`src/hdl/vps_defs.svh`:
```
`ifndef VPS_DEFS_SVH
`define VPS_DEFS_SVH

// ----------------------------------------
// Timing
// ----------------------------------------
`define VPS_CLK_PERIOD_NS 50
`define VPS_VID_HOLD_NS 400
`define VPS_VID_HOLD_CYC ((`VPS_VID_HOLD_NS + `VPS_CLK_PERIOD_NS - 1) / `VPS_CLK_PERIOD_NS)
`define VPS_PG_MASK_US 130
`define VPS_PG_MASK_CYC ((`VPS_PG_MASK_US * 1000) / `VPS_CLK_PERIOD_NS)
`define VPS_LATCHOFF_US 100
`define VPS_LATCHOFF_CYC ((`VPS_LATCHOFF_US * 1000) / `VPS_CLK_PERIOD_NS)
`define VPS_TMR_W 12

// ----------------------------------------
// Code thresholds
// ----------------------------------------
`define VPS_VID_300MV 7'h60

// ----------------------------------------
// Register map
// ----------------------------------------
`define VPS_ADDR_CTRL 4'h0
`define VPS_ADDR_STATUS 4'h4
`define VPS_ADDR_VID 4'h8
`define VPS_CTRL_RST 1'h0
`define VPS_CTRL_MULTI_BIT 0
`define VPS_RESP_OKAY 2'h0
`define VPS_RESP_SLVERR 2'h2

`endif

```
`src/hdl/vps_pkg.sv`:
```
package vps_pkg;

    // Control state, Gray along OFF -> RUN -> OVP
    typedef enum logic [1:0] {
        VPS_ST_OFF = 2'h0,
        VPS_ST_RUN = 2'h1,
        VPS_ST_OVP = 2'h3
    } vps_state_t;

    // Analog comparator results
    typedef struct packed {
        logic supply_ok;
        logic supply_uv;
        logic ovp_trip;
        logic tt_disable;
        logic rvp_enter;
        logic rvp_exit;
        logic therm_hi;
        logic therm_lo;
        logic current_limit_set_over;
        logic light_load;
        logic pg_upper_ok;
        logic pg_lower_ok;
        logic [1:0] zero_cross;
    } vps_cmp_t;

endpackage

```
`src/hdl/vps_seq.sv`:
```
`timescale 1ns/100ps
`include "vps_defs.svh"
module vps_seq (
    input wire logic core_clk_in,
    input wire logic rst_in,
    input wire logic [31:0] s_axi_awaddr_in,
    input wire logic s_axi_awvalid_in,
    output logic s_axi_awready_out,
    input wire logic [31:0] s_axi_wdata_in,
    input wire logic [3:0] s_axi_wstrb_in,
    input wire logic s_axi_wvalid_in,
    output logic s_axi_wready_out,
    output logic [1:0] s_axi_bresp_out,
    output logic s_axi_bvalid_out,
    input wire logic s_axi_bready_in,
    input wire logic [31:0] s_axi_araddr_in,
    input wire logic s_axi_arvalid_in,
    output logic s_axi_arready_out,
    output logic [31:0] s_axi_rdata_out,
    output logic [1:0] s_axi_rresp_out,
    output logic s_axi_rvalid_out,
    input wire logic s_axi_rready_in,
    input wire logic [6:0] voltage_id_code_in,
    input wire logic deeper_sleep_select_in,
    input wire logic enable_in,
    input wire vps_pkg::vps_cmp_t cmp_in,
    input wire logic [1:0] pwm_in,
    input wire logic power_good_in,
    output logic power_good_data_out,
    output logic power_good_oe_n_out,
    output logic high_side_gate_drive_a_out,
    output logic high_side_gate_drive_b_out,
    output logic low_side_gate_drive_a_out,
    output logic low_side_gate_drive_b_out,
    output logic ripple_regulation_mode_out,
    output logic dual_phase_out,
    output logic thermal_alarm_out,
    output logic current_limit_out,
    output logic soft_start_discharge_out,
    output logic power_good_delay_discharge_out
);
    import vps_pkg::*;

    // ----------------------------------------
    // Input synchronisers
    // ----------------------------------------
    localparam int unsigned SW = $bits(vps_cmp_t) + 9;
    logic [SW-1:0] sync_v;
    vps_cmp_t cmp_s;
    logic [6:0] vid_s;
    logic dsleep_s;
    logic en_s;

    vps_sync #(.W(SW)) u_sync (
        .core_clk_in(core_clk_in),
        .rst_in(rst_in),
        .async_in({cmp_in, voltage_id_code_in, deeper_sleep_select_in, enable_in}),
        .sync_out(sync_v)
    );
    assign {cmp_s, vid_s, dsleep_s, en_s} = sync_v;

    // ----------------------------------------
    // Code tracking and masking
    // ----------------------------------------
    logic [6:0] vid_prev_q;
    logic [6:0] vid_acc_q;
    logic dsleep_prev_q;
    logic vid_chg;
    logic sleep_chg;
    logic hold_busy;
    logic hold_done;
    logic mask_busy;
    logic transient;

    always_ff @(posedge core_clk_in) begin
        if (rst_in) begin
            vid_prev_q <= 7'h00;
            dsleep_prev_q <= 1'h0;
        end else begin
            vid_prev_q <= vid_s;
            dsleep_prev_q <= dsleep_s;
        end
    end

    assign vid_chg = (vid_s != vid_prev_q);
    assign sleep_chg = (dsleep_s != dsleep_prev_q);

    vps_timer #(.W(`VPS_TMR_W)) u_hold (
        .core_clk_in(core_clk_in),
        .rst_in(rst_in),
        .start_in(vid_chg),
        .load_in(`VPS_TMR_W'(`VPS_VID_HOLD_CYC)),
        .busy_out(hold_busy),
        .done_out(hold_done)
    );

    vps_timer #(.W(`VPS_TMR_W)) u_mask (
        .core_clk_in(core_clk_in),
        .rst_in(rst_in),
        .start_in(vid_chg || sleep_chg),
        .load_in(`VPS_TMR_W'(`VPS_PG_MASK_CYC)),
        .busy_out(mask_busy),
        .done_out()
    );

    assign transient = hold_busy || mask_busy;

    always_ff @(posedge core_clk_in) begin
        if (rst_in) begin
            vid_acc_q <= 7'h00;
        end else if (hold_done) begin
            vid_acc_q <= vid_s;
        end
    end

    // ----------------------------------------
    // Control state
    // ----------------------------------------
    vps_state_t st_q;
    logic [0:0] ctrl_q;
    logic multi_cfg;
    logic rvp_q;
    logic therm_q;
    logic current_limit_set_q;
    logic current_limit_set_force_q;
    logic latch_done;

    assign multi_cfg = ctrl_q[`VPS_CTRL_MULTI_BIT];

    always_ff @(posedge core_clk_in) begin
        if (rst_in) begin
            st_q <= VPS_ST_OFF;
        end else begin
            case (st_q)
                VPS_ST_OFF: begin
                    if (en_s && cmp_s.supply_ok && !cmp_s.supply_uv) begin
                        st_q <= VPS_ST_RUN;
                    end
                end
                VPS_ST_RUN: begin
                    if (!en_s || cmp_s.supply_uv) begin
                        st_q <= VPS_ST_OFF;
                    end else if (cmp_s.ovp_trip && !cmp_s.tt_disable) begin
                        st_q <= VPS_ST_OVP;
                    end
                end
                // latched until enable low or supply loss
                VPS_ST_OVP: begin
                    if (!en_s || cmp_s.supply_uv) begin
                        st_q <= VPS_ST_OFF;
                    end
                end
                default: begin
                    st_q <= VPS_ST_OFF;
                end
            endcase
        end
    end

    always_ff @(posedge core_clk_in) begin
        if (rst_in) begin
            rvp_q <= 1'h0;
        end else if (st_q != VPS_ST_OFF && cmp_s.rvp_enter) begin
            rvp_q <= 1'h1;
        end else if (st_q == VPS_ST_OFF || cmp_s.rvp_exit) begin
            rvp_q <= 1'h0;
        end
    end

    always_ff @(posedge core_clk_in) begin
        if (rst_in) begin
            therm_q <= 1'h0;
        end else if (cmp_s.therm_hi) begin
            therm_q <= 1'h1;
        end else if (cmp_s.therm_lo) begin
            therm_q <= 1'h0;
        end
    end

    vps_timer #(.W(`VPS_TMR_W)) u_latch (
        .core_clk_in(core_clk_in),
        .rst_in(rst_in),
        .start_in(cmp_s.current_limit_set_over && !current_limit_set_force_q && multi_cfg),
        .load_in(`VPS_TMR_W'(`VPS_LATCHOFF_CYC)),
        .busy_out(),
        .done_out(latch_done)
    );

    // limit flag and forced dual phase
    always_ff @(posedge core_clk_in) begin
        if (rst_in) begin
            current_limit_set_q <= 1'h0;
            current_limit_set_force_q <= 1'h0;
        end else begin
            current_limit_set_q <= cmp_s.current_limit_set_over;
            if (cmp_s.current_limit_set_over && multi_cfg && st_q == VPS_ST_RUN) begin
                current_limit_set_force_q <= 1'h1;
            end else if (latch_done || st_q == VPS_ST_OFF) begin
                current_limit_set_force_q <= 1'h0;
            end
        end
    end

    // ----------------------------------------
    // Mode selection
    // ----------------------------------------
    logic dual_q;
    logic rpm_q;
    logic dcm_q;
    logic dual_d;

    assign dual_d = transient || current_limit_set_force_q || (multi_cfg && !cmp_s.light_load);

    always_ff @(posedge core_clk_in) begin
        if (rst_in) begin
            dual_q <= 1'h0;
            rpm_q <= 1'h0;
            dcm_q <= 1'h0;
        end else begin
            dual_q <= dual_d;
            rpm_q <= (!multi_cfg || dsleep_s) && !transient;
            // light-load discontinuous only in deeper sleep
            dcm_q <= dsleep_s && !transient && cmp_s.light_load && !dual_d;
        end
    end

    // ----------------------------------------
    // Gate drives
    // ----------------------------------------
    function automatic logic [1:0] drive_fn(input vps_state_t st, input logic reverse_voltage_protect,
                                            input logic act, input logic pwm,
                                            input logic ls_cut);
        logic [1:0] r;
        r = 2'h0;
        if (st == VPS_ST_OFF || reverse_voltage_protect) begin
            r = 2'h0;
        end else if (st == VPS_ST_OVP) begin
            r = 2'h1;
        end else if (act) begin
            r = {pwm, !pwm && !ls_cut};
        end
        return r;
    endfunction

    logic [1:0] hs_v;
    logic [1:0] ls_v;

    for (genvar i = 0; i < 2; i++) begin : g_ph
        logic zc_q;
        logic hs_q;
        logic ls_q;
        logic cut;

        // hold low side off after zero crossing
        always_ff @(posedge core_clk_in) begin
            if (rst_in || pwm_in[i]) begin
                zc_q <= 1'h0;
            end else if (cmp_s.zero_cross[i]) begin
                zc_q <= 1'h1;
            end
        end

        assign cut = dcm_q && (zc_q || cmp_s.zero_cross[i]);

        always_ff @(posedge core_clk_in) begin
            if (rst_in) begin
                hs_q <= 1'h0;
                ls_q <= 1'h0;
            end else begin
                {hs_q, ls_q} <= drive_fn(st_q, rvp_q, (i == 0) || dual_q, pwm_in[i], cut);
            end
        end

        assign hs_v[i] = hs_q;
        assign ls_v[i] = ls_q;
    end

    // ----------------------------------------
    // Power good and shutdown outputs
    // ----------------------------------------
    logic pg_q;
    logic dis_q;

    always_ff @(posedge core_clk_in) begin
        if (rst_in) begin
            pg_q <= 1'h0;
            dis_q <= 1'h1;
        end else begin
            pg_q <= (st_q == VPS_ST_RUN) && !transient && cmp_s.pg_upper_ok &&
                    (cmp_s.pg_lower_ok || (vid_acc_q > `VPS_VID_300MV));
            dis_q <= (st_q == VPS_ST_OFF);
        end
    end

    assign power_good_data_out = 1'h0;
    assign power_good_oe_n_out = pg_q;
    assign high_side_gate_drive_a_out = hs_v[0];
    assign high_side_gate_drive_b_out = hs_v[1];
    assign low_side_gate_drive_a_out = ls_v[0];
    assign low_side_gate_drive_b_out = ls_v[1];
    assign ripple_regulation_mode_out = rpm_q;
    assign dual_phase_out = dual_q;
    assign thermal_alarm_out = therm_q;
    assign current_limit_out = current_limit_set_q;
    assign soft_start_discharge_out = dis_q;
    assign power_good_delay_discharge_out = dis_q;

    // ----------------------------------------
    // Register bus
    // ----------------------------------------
    function automatic logic [1:0] reg_sel(input logic [31:0] addr);
        logic [1:0] s;
        s = 2'h3;
        if (addr[31:4] == 28'h0) begin
            case (addr[3:0])
                `VPS_ADDR_CTRL: s = 2'h0;
                `VPS_ADDR_STATUS: s = 2'h1;
                `VPS_ADDR_VID: s = 2'h2;
                default: s = 2'h3;
            endcase
        end
        return s;
    endfunction

    logic aw_q;
    logic w_q;
    logic [31:0] awaddr_q;
    logic [31:0] wdata_q;
    logic wstrb0_q;
    logic bvalid_q;
    logic [1:0] bresp_q;
    logic rvalid_q;
    logic [1:0] rresp_q;
    logic [31:0] rdata_q;
    logic [31:0] status_v;

    assign status_v = {20'h0, power_good_in, pg_q, dcm_q, rpm_q, dual_q, current_limit_set_force_q,
                       current_limit_set_q, therm_q, rvp_q, transient, st_q};

    assign s_axi_awready_out = !aw_q && !bvalid_q;
    assign s_axi_wready_out = !w_q && !bvalid_q;
    assign s_axi_arready_out = !rvalid_q;

    always_ff @(posedge core_clk_in) begin
        if (rst_in) begin
            aw_q <= 1'h0;
            w_q <= 1'h0;
            awaddr_q <= 32'h0;
            wdata_q <= 32'h0;
            wstrb0_q <= 1'h0;
            bvalid_q <= 1'h0;
            bresp_q <= `VPS_RESP_OKAY;
            ctrl_q <= `VPS_CTRL_RST;
        end else begin
            if (s_axi_awvalid_in && s_axi_awready_out) begin
                aw_q <= 1'h1;
                awaddr_q <= s_axi_awaddr_in;
            end
            if (s_axi_wvalid_in && s_axi_wready_out) begin
                w_q <= 1'h1;
                wdata_q <= s_axi_wdata_in;
                wstrb0_q <= s_axi_wstrb_in[0];
            end
            if (aw_q && w_q) begin
                aw_q <= 1'h0;
                w_q <= 1'h0;
                bvalid_q <= 1'h1;
                bresp_q <= (reg_sel(awaddr_q) == 2'h3) ? `VPS_RESP_SLVERR : `VPS_RESP_OKAY;
                if (reg_sel(awaddr_q) == 2'h0 && wstrb0_q) begin
                    ctrl_q <= wdata_q[0:0];
                end
            end else if (bvalid_q && s_axi_bready_in) begin
                bvalid_q <= 1'h0;
            end
        end
    end

    always_ff @(posedge core_clk_in) begin
        if (rst_in) begin
            rvalid_q <= 1'h0;
            rresp_q <= `VPS_RESP_OKAY;
            rdata_q <= 32'h0;
        end else if (s_axi_arvalid_in && s_axi_arready_out) begin
            rvalid_q <= 1'h1;
            rresp_q <= `VPS_RESP_OKAY;
            case (reg_sel(s_axi_araddr_in))
                2'h0: rdata_q <= {31'h0, ctrl_q};
                2'h1: rdata_q <= status_v;
                2'h2: rdata_q <= {25'h0, vid_acc_q};
                default: begin
                    rdata_q <= 32'h0;
                    rresp_q <= `VPS_RESP_SLVERR;
                end
            endcase
        end else if (rvalid_q && s_axi_rready_in) begin
            rvalid_q <= 1'h0;
        end
    end

    assign s_axi_bvalid_out = bvalid_q;
    assign s_axi_bresp_out = bresp_q;
    assign s_axi_rvalid_out = rvalid_q;
    assign s_axi_rresp_out = rresp_q;
    assign s_axi_rdata_out = rdata_q;
endmodule

```
`src/hdl/vps_sync.sv`:
```
`timescale 1ns/100ps
module vps_sync #(
    parameter int unsigned W = 8
) (
    input wire logic core_clk_in,
    input wire logic rst_in,
    input wire logic [W-1:0] async_in,
    output logic [W-1:0] sync_out
);
    logic [W-1:0] meta_q;
    logic [W-1:0] sync_q;

    always_ff @(posedge core_clk_in) begin
        if (rst_in) begin
            meta_q <= '0;
            sync_q <= '0;
        end else begin
            meta_q <= async_in;
            sync_q <= meta_q;
        end
    end

    assign sync_out = sync_q;
endmodule

```
`src/hdl/vps_timer.sv`:
```
`timescale 1ns/100ps
module vps_timer #(
    parameter int unsigned W = 12
) (
    input wire logic core_clk_in,
    input wire logic rst_in,
    input wire logic start_in,
    input wire logic [W-1:0] load_in,
    output logic busy_out,
    output logic done_out
);
    logic [W-1:0] cnt_q;

    // Start always reloads, so a retrigger restarts from the top
    always_ff @(posedge core_clk_in) begin
        if (rst_in) begin
            cnt_q <= '0;
        end else if (start_in) begin
            cnt_q <= load_in;
        end else if (cnt_q != '0) begin
            cnt_q <= cnt_q - W'(1);
        end
    end

    assign busy_out = (cnt_q != '0);
    assign done_out = (cnt_q == W'(1)) && !start_in;
endmodule

```
`config.mk`:
```
export PLATFORM = sky130hd
export DESIGN_NAME = vps_seq
export DESIGN_NICKNAME = d
export VERILOG_FILES = /design/src/hdl/vps_pkg.sv /design/src/hdl/vps_seq.sv /design/src/hdl/vps_sync.sv /design/src/hdl/vps_timer.sv
export VERILOG_INCLUDE_DIRS = /design/src /design/src/hdl
export SDC_FILE = /design/constraint.sdc
export NUM_CORES = 1
export LEC_CHECK = 0
export BUFFER_PORTS_ARGS = -buffer_cell sky130_fd_sc_hd__clkbuf_2
export CAP_MARGIN = 20
export CORE_MARGIN = 5
export CORE_UTILIZATION = 47
export DETAILED_ROUTE_END_ITERATION = 12
export GPL_ROUTABILITY_DRIVEN = 0
export HOLD_SLACK_MARGIN = 0.02
export PLACE_DENSITY = 0.76
export REMOVE_ABC_BUFFERS = 1
export SLEW_MARGIN = 20
export SYNTH_ARGS = -nofsm -noshare
export SYNTH_HDL_FRONTEND = slang
export SYNTH_SLANG_ARGS = --single-unit
```
`constraint.sdc`:
```
create_clock -name core_clk_in -period 1.9 [get_ports core_clk_in]
set_input_delay 0.095 -clock core_clk_in [delete_from_list [all_inputs] [get_ports core_clk_in]]
set_output_delay 0.095 -clock core_clk_in [all_outputs]
set_load 0.01 [all_outputs]
```
After elaboration in Yosys (flattened, before gate mapping)
Index checks and enable logic that the tools add are counted.

word-level totals
  input port bits = 133
  output and inout bits = 53
  flip-flop bits (word level) = 189

operators by class
  $add $sub $neg = 3
  bitwise logic cells = 1
  reduce and logical (&&, ||, !) cells = 92
  order comparisons = 1
  muxes and demuxes = 35
  eq/ne operators = 16

operators with widths
  operator                                              number
  logical NOT 28 bit                                    2
  one-hot mux 12 bit (3 select lines)                   1
  nonzero test 12 bit                                   3
  subtractor 12 x 1 -> 12 bit, second input constant    3
  logical AND 1 bit                                     31
  equality test 12 x 1 -> 1 bit, second input constant  2
  2-to-1 mux 12 bit                                     2
  2-to-1 mux 2 bit                                      12
  2-to-1 mux 11 bit                                     2
  logical NOT 1 bit                                     18
  one-hot mux 2 bit (3 select lines)                    3
  nonzero test 2 bit                                    9
  logical OR 1 bit                                      14
  2-to-1 mux 1 bit                                      13
  OR reduction 2 bit                                    5
  equality test 4 x 3 -> 1 bit, second input constant   2
  equality test 4 bit, second input constant            2
  logical NOT 4 bit                                     2
  2-to-1 mux 4 bit                                      2
  greater-than comparator 7 bit, second input constant  1
  inequality test 7 bit                                 1
  equality test 2 bit, second input constant            3
  logical NOT 2 bit                                     3
  OR reduction 3 bit                                    2
  other kinds (8)                                       10

Longest topological paths before layout
  word-level depth = 8
  mapped depth = 8

Modules after synthesis
A second synthesis with hierarchy kept.

second synthesis, totals
  cell total of the unflattened synthesis = 785
  area, all modules = 7008.0 sq um

by module, submodules not included
  module                    times used  seq. area each (sq um)  cells each  area an instance (sq um)
  vps_seq                   1           1701.6                  423         3497.1
  vps_timer at u_latch ...  2           240.2                   86          763.2
  vps_sync                  1           920.9                   96          1229.9
  vps_timer at u_hold       1           240.2                   94          754.5

Least setup slack after synthesis
No wires, ideal clock.

  kind = register to register
  from = register u_hold.cnt_q[4]
  to = register u_hold.cnt_q[7]
  required time = 1.777 ns
  arrival time = 1.900 ns
  buffers on the path = 2
  stages on the path, launching flop included = 8
  setup slack = -0.122 ns
  cell sequence = dfxtp_1 > or4_1 > buf_6 > or4_4 > buf_6 > nand3_1 > xor2_1 > nor2_1

on the way
  longest elaborated chain between the ends = 1
  elaborated cells between the ends (all ways) = 2
  classes of those cells = add/sub: 1; reduce/logical: 1

RTL lines
  item                                                                       RTL line                          source
  start: declaration                                                         vps_timer.sv:12                   logic [W-1:0] cnt_q;
  start signal: assignment                                                   vps_timer.sv:19                   cnt_q <= load_in;
  start signal: assignment                                                   vps_timer.sv:21                   cnt_q <= cnt_q - W'(1);
  subtractor 12 x 1 -> 12 bit / nonzero test 12 bit (equally long branches)  vps_timer.sv:21, vps_timer.sv:20

Several ways; a longest one is shown, not always the timed one.
A chain may end at the register's enable or synchronous reset.

Worst setup path after layout
  from = register u_hold.cnt_q[4]
  to = register rdata_q[2] (netlist: s_axi_rdata_out[2])

on the way
  longest elaborated chain between the ends = 3

RTL lines
  item                                 RTL line         source
  nonzero test 12 bit                  vps_timer.sv:25  assign busy_out = (cnt_q != '0);
  logical OR 1 bit                     vps_seq.sv:106   assign transient = hold_busy || mask_busy;
  one-hot mux 12 bit (3 select lines)  vps_seq.sv:386   case (reg_sel(s_axi_araddr_in))
  end signal: assignment               vps_seq.sv:387   2'h0: rdata_q <= {31'h0, ctrl_q};
  end signal: assignment               vps_seq.sv:388   2'h1: rdata_q <= status_v;
  end signal: assignment               vps_seq.sv:389   2'h2: rdata_q <= {25'h0, vid_acc_q};
  end: declaration                     vps_seq.sv:334   logic [31:0] rdata_q;

No other way between the ends.

==> out/results.ini <==
[cells_and_area]
finalNonFillerCells = 1119
area_delta_synth_final_pct = 36.1
n_fill_cell = 1019
layout-drive-gt1-share_pct = 22.8
final_nets = 1071
utilization_pct = 65.7
diodes = 0

[clock_tree]
clockBufferDepth = 2
htree_levels = 4
clock_latency_ps = 420
clkTransAtPathRegs_ps = 60
clock-sinks = 167
cts-root-buf = clkbuf_16
tritoncts = done
cts_buffers = 17

[sta]
clock_skew_ps = 8.06
fin_crit_sh_pct = 99.1
setup-violations-final = 0
slew_violations = 0
finalHoldViolCount = 0
period_needed_ps = 1880
worst_pin_slew_ps = 586
rsz0062_at_grt = true
max_slew_margin_pct = 60.5
fmax_mhz = 531
fin_hold_ws_ps = 129

[worst_setup_path]
worstPathArrival_ps = 2200
rr_startpoint = u_hold.cnt_q[4]$_SDFFE_PP0P_
path_max_fanout = 4
worst_ep_required_time_ps = 2210
critical_path.startpoint = u_hold.cnt_q[4]$_SDFFE_PP0P_
crit_type = reg2reg
start_kind = flop
critPathCaptureType = flop

[die]
core_mm2 = 0.0133
die-area_mm2 = 0.0161
die_h_um = 127
boundaryPins = 186
initial_utilization_pct = 48.3
die_w_um = 127
rows = 42

[place]
place.detailed.instances = 1017
io_buffers = 128
post-dp-hpwl_mm = 9.93

[global_routing]
gr-total-overflow = 0
grt_pass1_vias = 5548
grt_max_degree = 125
grt_pass1_wl_mm = 26.1
antenna_found_initial = 0
grt_usage_pct = 19.9

[drt]
drc_errors = 0
wl_per_cell_um = 14.2
num_vias = 5544
drt_iter0_drc = 203
ant_nets = 0
via_per_inst = 4.95
drt_first_pass_iters = 4
routed_wl_mm = 15.8

[yosys]
syn-instance-count = 716
synth_edf_count = 0
synth_top_cell_by_area = dfxtp_1
synth_top_family_by_area = simple AND/OR/NAND/NOR gates
ys_ff_latch = 167
yosys-top-cells-area = dfxtp_1 (52%), nor2b_1 (6.0%), nand2_1 (6.0%)
synthMuxAreaShare_pct = 1.56
synth-simple-area-share_pct = 25.9
synth_top_area_share_pct = 52.1
ys_seq_area_share_pct = 52.1
synth_xor_area_share_pct = 4.23
ys_types = 44
synth_compound_area_share_pct = 8.75
synthAdderAreaFrac_pct = 1.52
ys.warnings.count = 0
async_flop_share_pct = 0
syn_avg_cell_area_um2 = 8.96
syn-cell-area_mm2 = 0.00642
ys.flop_type = dfxtp_1

[min_path]
min_from = s_axi_araddr_in[0]
min_path_type = in2reg

[flow_run]
cap_violations = 0

[power]
ir_drop_v = 0.000671
power_leakage_nw = 3.79
p_per_area_mw_per_mm2 = 1110

[run_status]
status = finished, final reports clean

registers in the layout (all words and copies together) (netlist names), 2 cells and up:
signal / flops
u_latch.cnt_q: 12
vid_prev_q: 7
s_axi_rdata_out: 12
awaddr_q: 32
u_hold.cnt_q: 12
st_q: 2
u_sync.meta_q: 23
u_sync.sync_out: 23
g_ph.zc_q: 2
vid_acc_q: 7
u_mask.cnt_q: 12
cell families after synthesis:
kind of cell / after synthesis
compound gates: 100
simple gates: 326
mux: 10
xor+xnor: 31
other cells: 1
buf+inv: 73
fa+ha+maj: 8
flops: 167
area by class of cell:
type / instances / area, um2 / share of cell area, %
flip-flops and latches: 167 / 3350 / 38.3
repair buffers: 230 / 1600 / 18.3
clock inverters: 8 / 168 / 1.92
multi-input cells: 498 / 2850 / 32.7
clock buffers: 23 / 488 / 5.59
inverters: 17 / 63.8 / 0.731
well taps: 176 / 220 / 2.52
timing repair:
| action | in CTS | in global routing |
|---|---|---|
| pin swaps | 3 | 4 |
| resized for setup | 7 | 12 |
| hold buffers | 68 | 0 |
| endpoints found under the hold margin | 66 | 0 |
| setup buffers | 2 | 1 |
| setup endpoints to repair | 7 | 24 |
layout by cell type, fill, tap and decap left out, types with 7 or more instances in the layout:
| master | Yosys | layout |
|---|---|---|
| nor4_1 | 26 | 22 |
| nand2_1 | 102 | 100 |
| inv_1 | 17 | 17 |
| clkbuf_2 | 0 | 127 |
| dfxtp_1 | 167 | 165 |
| nor3_1 | 16 | 15 |
| o21ai_0 | 13 | 12 |
| mux2i_1 | 10 | 10 |
| conb_1 | 1 | 23 |
| nand3_1 | 17 | 16 |
| buf_4 | 24 | 33 |
| nor2_1 | 60 | 60 |
| ha_1 | 7 | 7 |
| clkbuf_16 | 0 | 17 |
| a21oi_1 | 66 | 66 |
| xnor2_1 | 11 | 11 |
| xor2_1 | 20 | 20 |
| nor2b_1 | 62 | 61 |
| dlygate4sd3_1 | 0 | 68 |
routing by layer:
| metal | vias up | routed length (um) | global-route usage, % |
|---|---|---|---|
| li1 | 2799 | - | - |
| met5 | - | 0 | 0 |
| met4 | 0 | 153 | 5.11 |
| met2 | 180 | 7920 | 35.3 |
| met1 | 2549 | 6630 | 23.0 |
| met3 | 16 | 1130 | 6.73 |
synth_stat cells (all sizes together), types with 6 or more instances:
cell / count
xor2: 20
o21ai: 13
nor2b: 62
buf: 29
nor2: 60
nand2: 102
xnor2: 11
mux2i: 10
nor3: 17
dfxtp: 167
clkbuf: 27
a21oi: 66
inv: 17
ha: 7
or4: 6
nor4: 27
a221oi: 6
nand3: 17
report_power, final:
group | switching [mW] | internal [mW] | total, mW
registers | 0.188 | 3.76 | 3.95
logic | 0.992 | 0.985 | 1.98
clock network | 1.31 | 2.46 | 3.77
total | 2.49 | 7.21 | 9.70
metrics by stage:
step | area, um2 | power, mW | setup TNS (ps) | worst slack (ps)
after floorplan | 6190 | 5.14 | -558 | -84.9
after global placement | 7300 | 5.73 | -25.7 | -25.7
after detailed placement | 7300 | 5.78 | -106 | -45.2
after CTS | 8690 | 9.69 | 0 | 5.16
after global routing | 8730 | 10.2 | -231 | -66.8
final | 8730 | 9.70 | 0 | 17.6
critical path: stages (launching register included):
cell	delay, ps
dfxtp_2	320
or4_4	570
buf_6	140
nor4_4	220
buf_4	170
nand2_2	50
a221oi_2	250
nor2_1	60
final timing paths:
kind / slack (ps) / depth (start not counted) / end
worst min-delay path: 130 / 5 / s_axi_rresp_out[1]$_SDFFE_PP0P_
worst max register to register: 20 / 7 / s_axi_rdata_out[2]$_SDFFE_PP0P_
worst min register to register: 430 / 1 / u_sync.sync_out[11]$_SDFF_PP0_
worst max-delay path: 20 / 7 / s_axi_rdata_out[2]$_SDFFE_PP0P_
No activity file was read; power rests on OpenSTA's default activity.
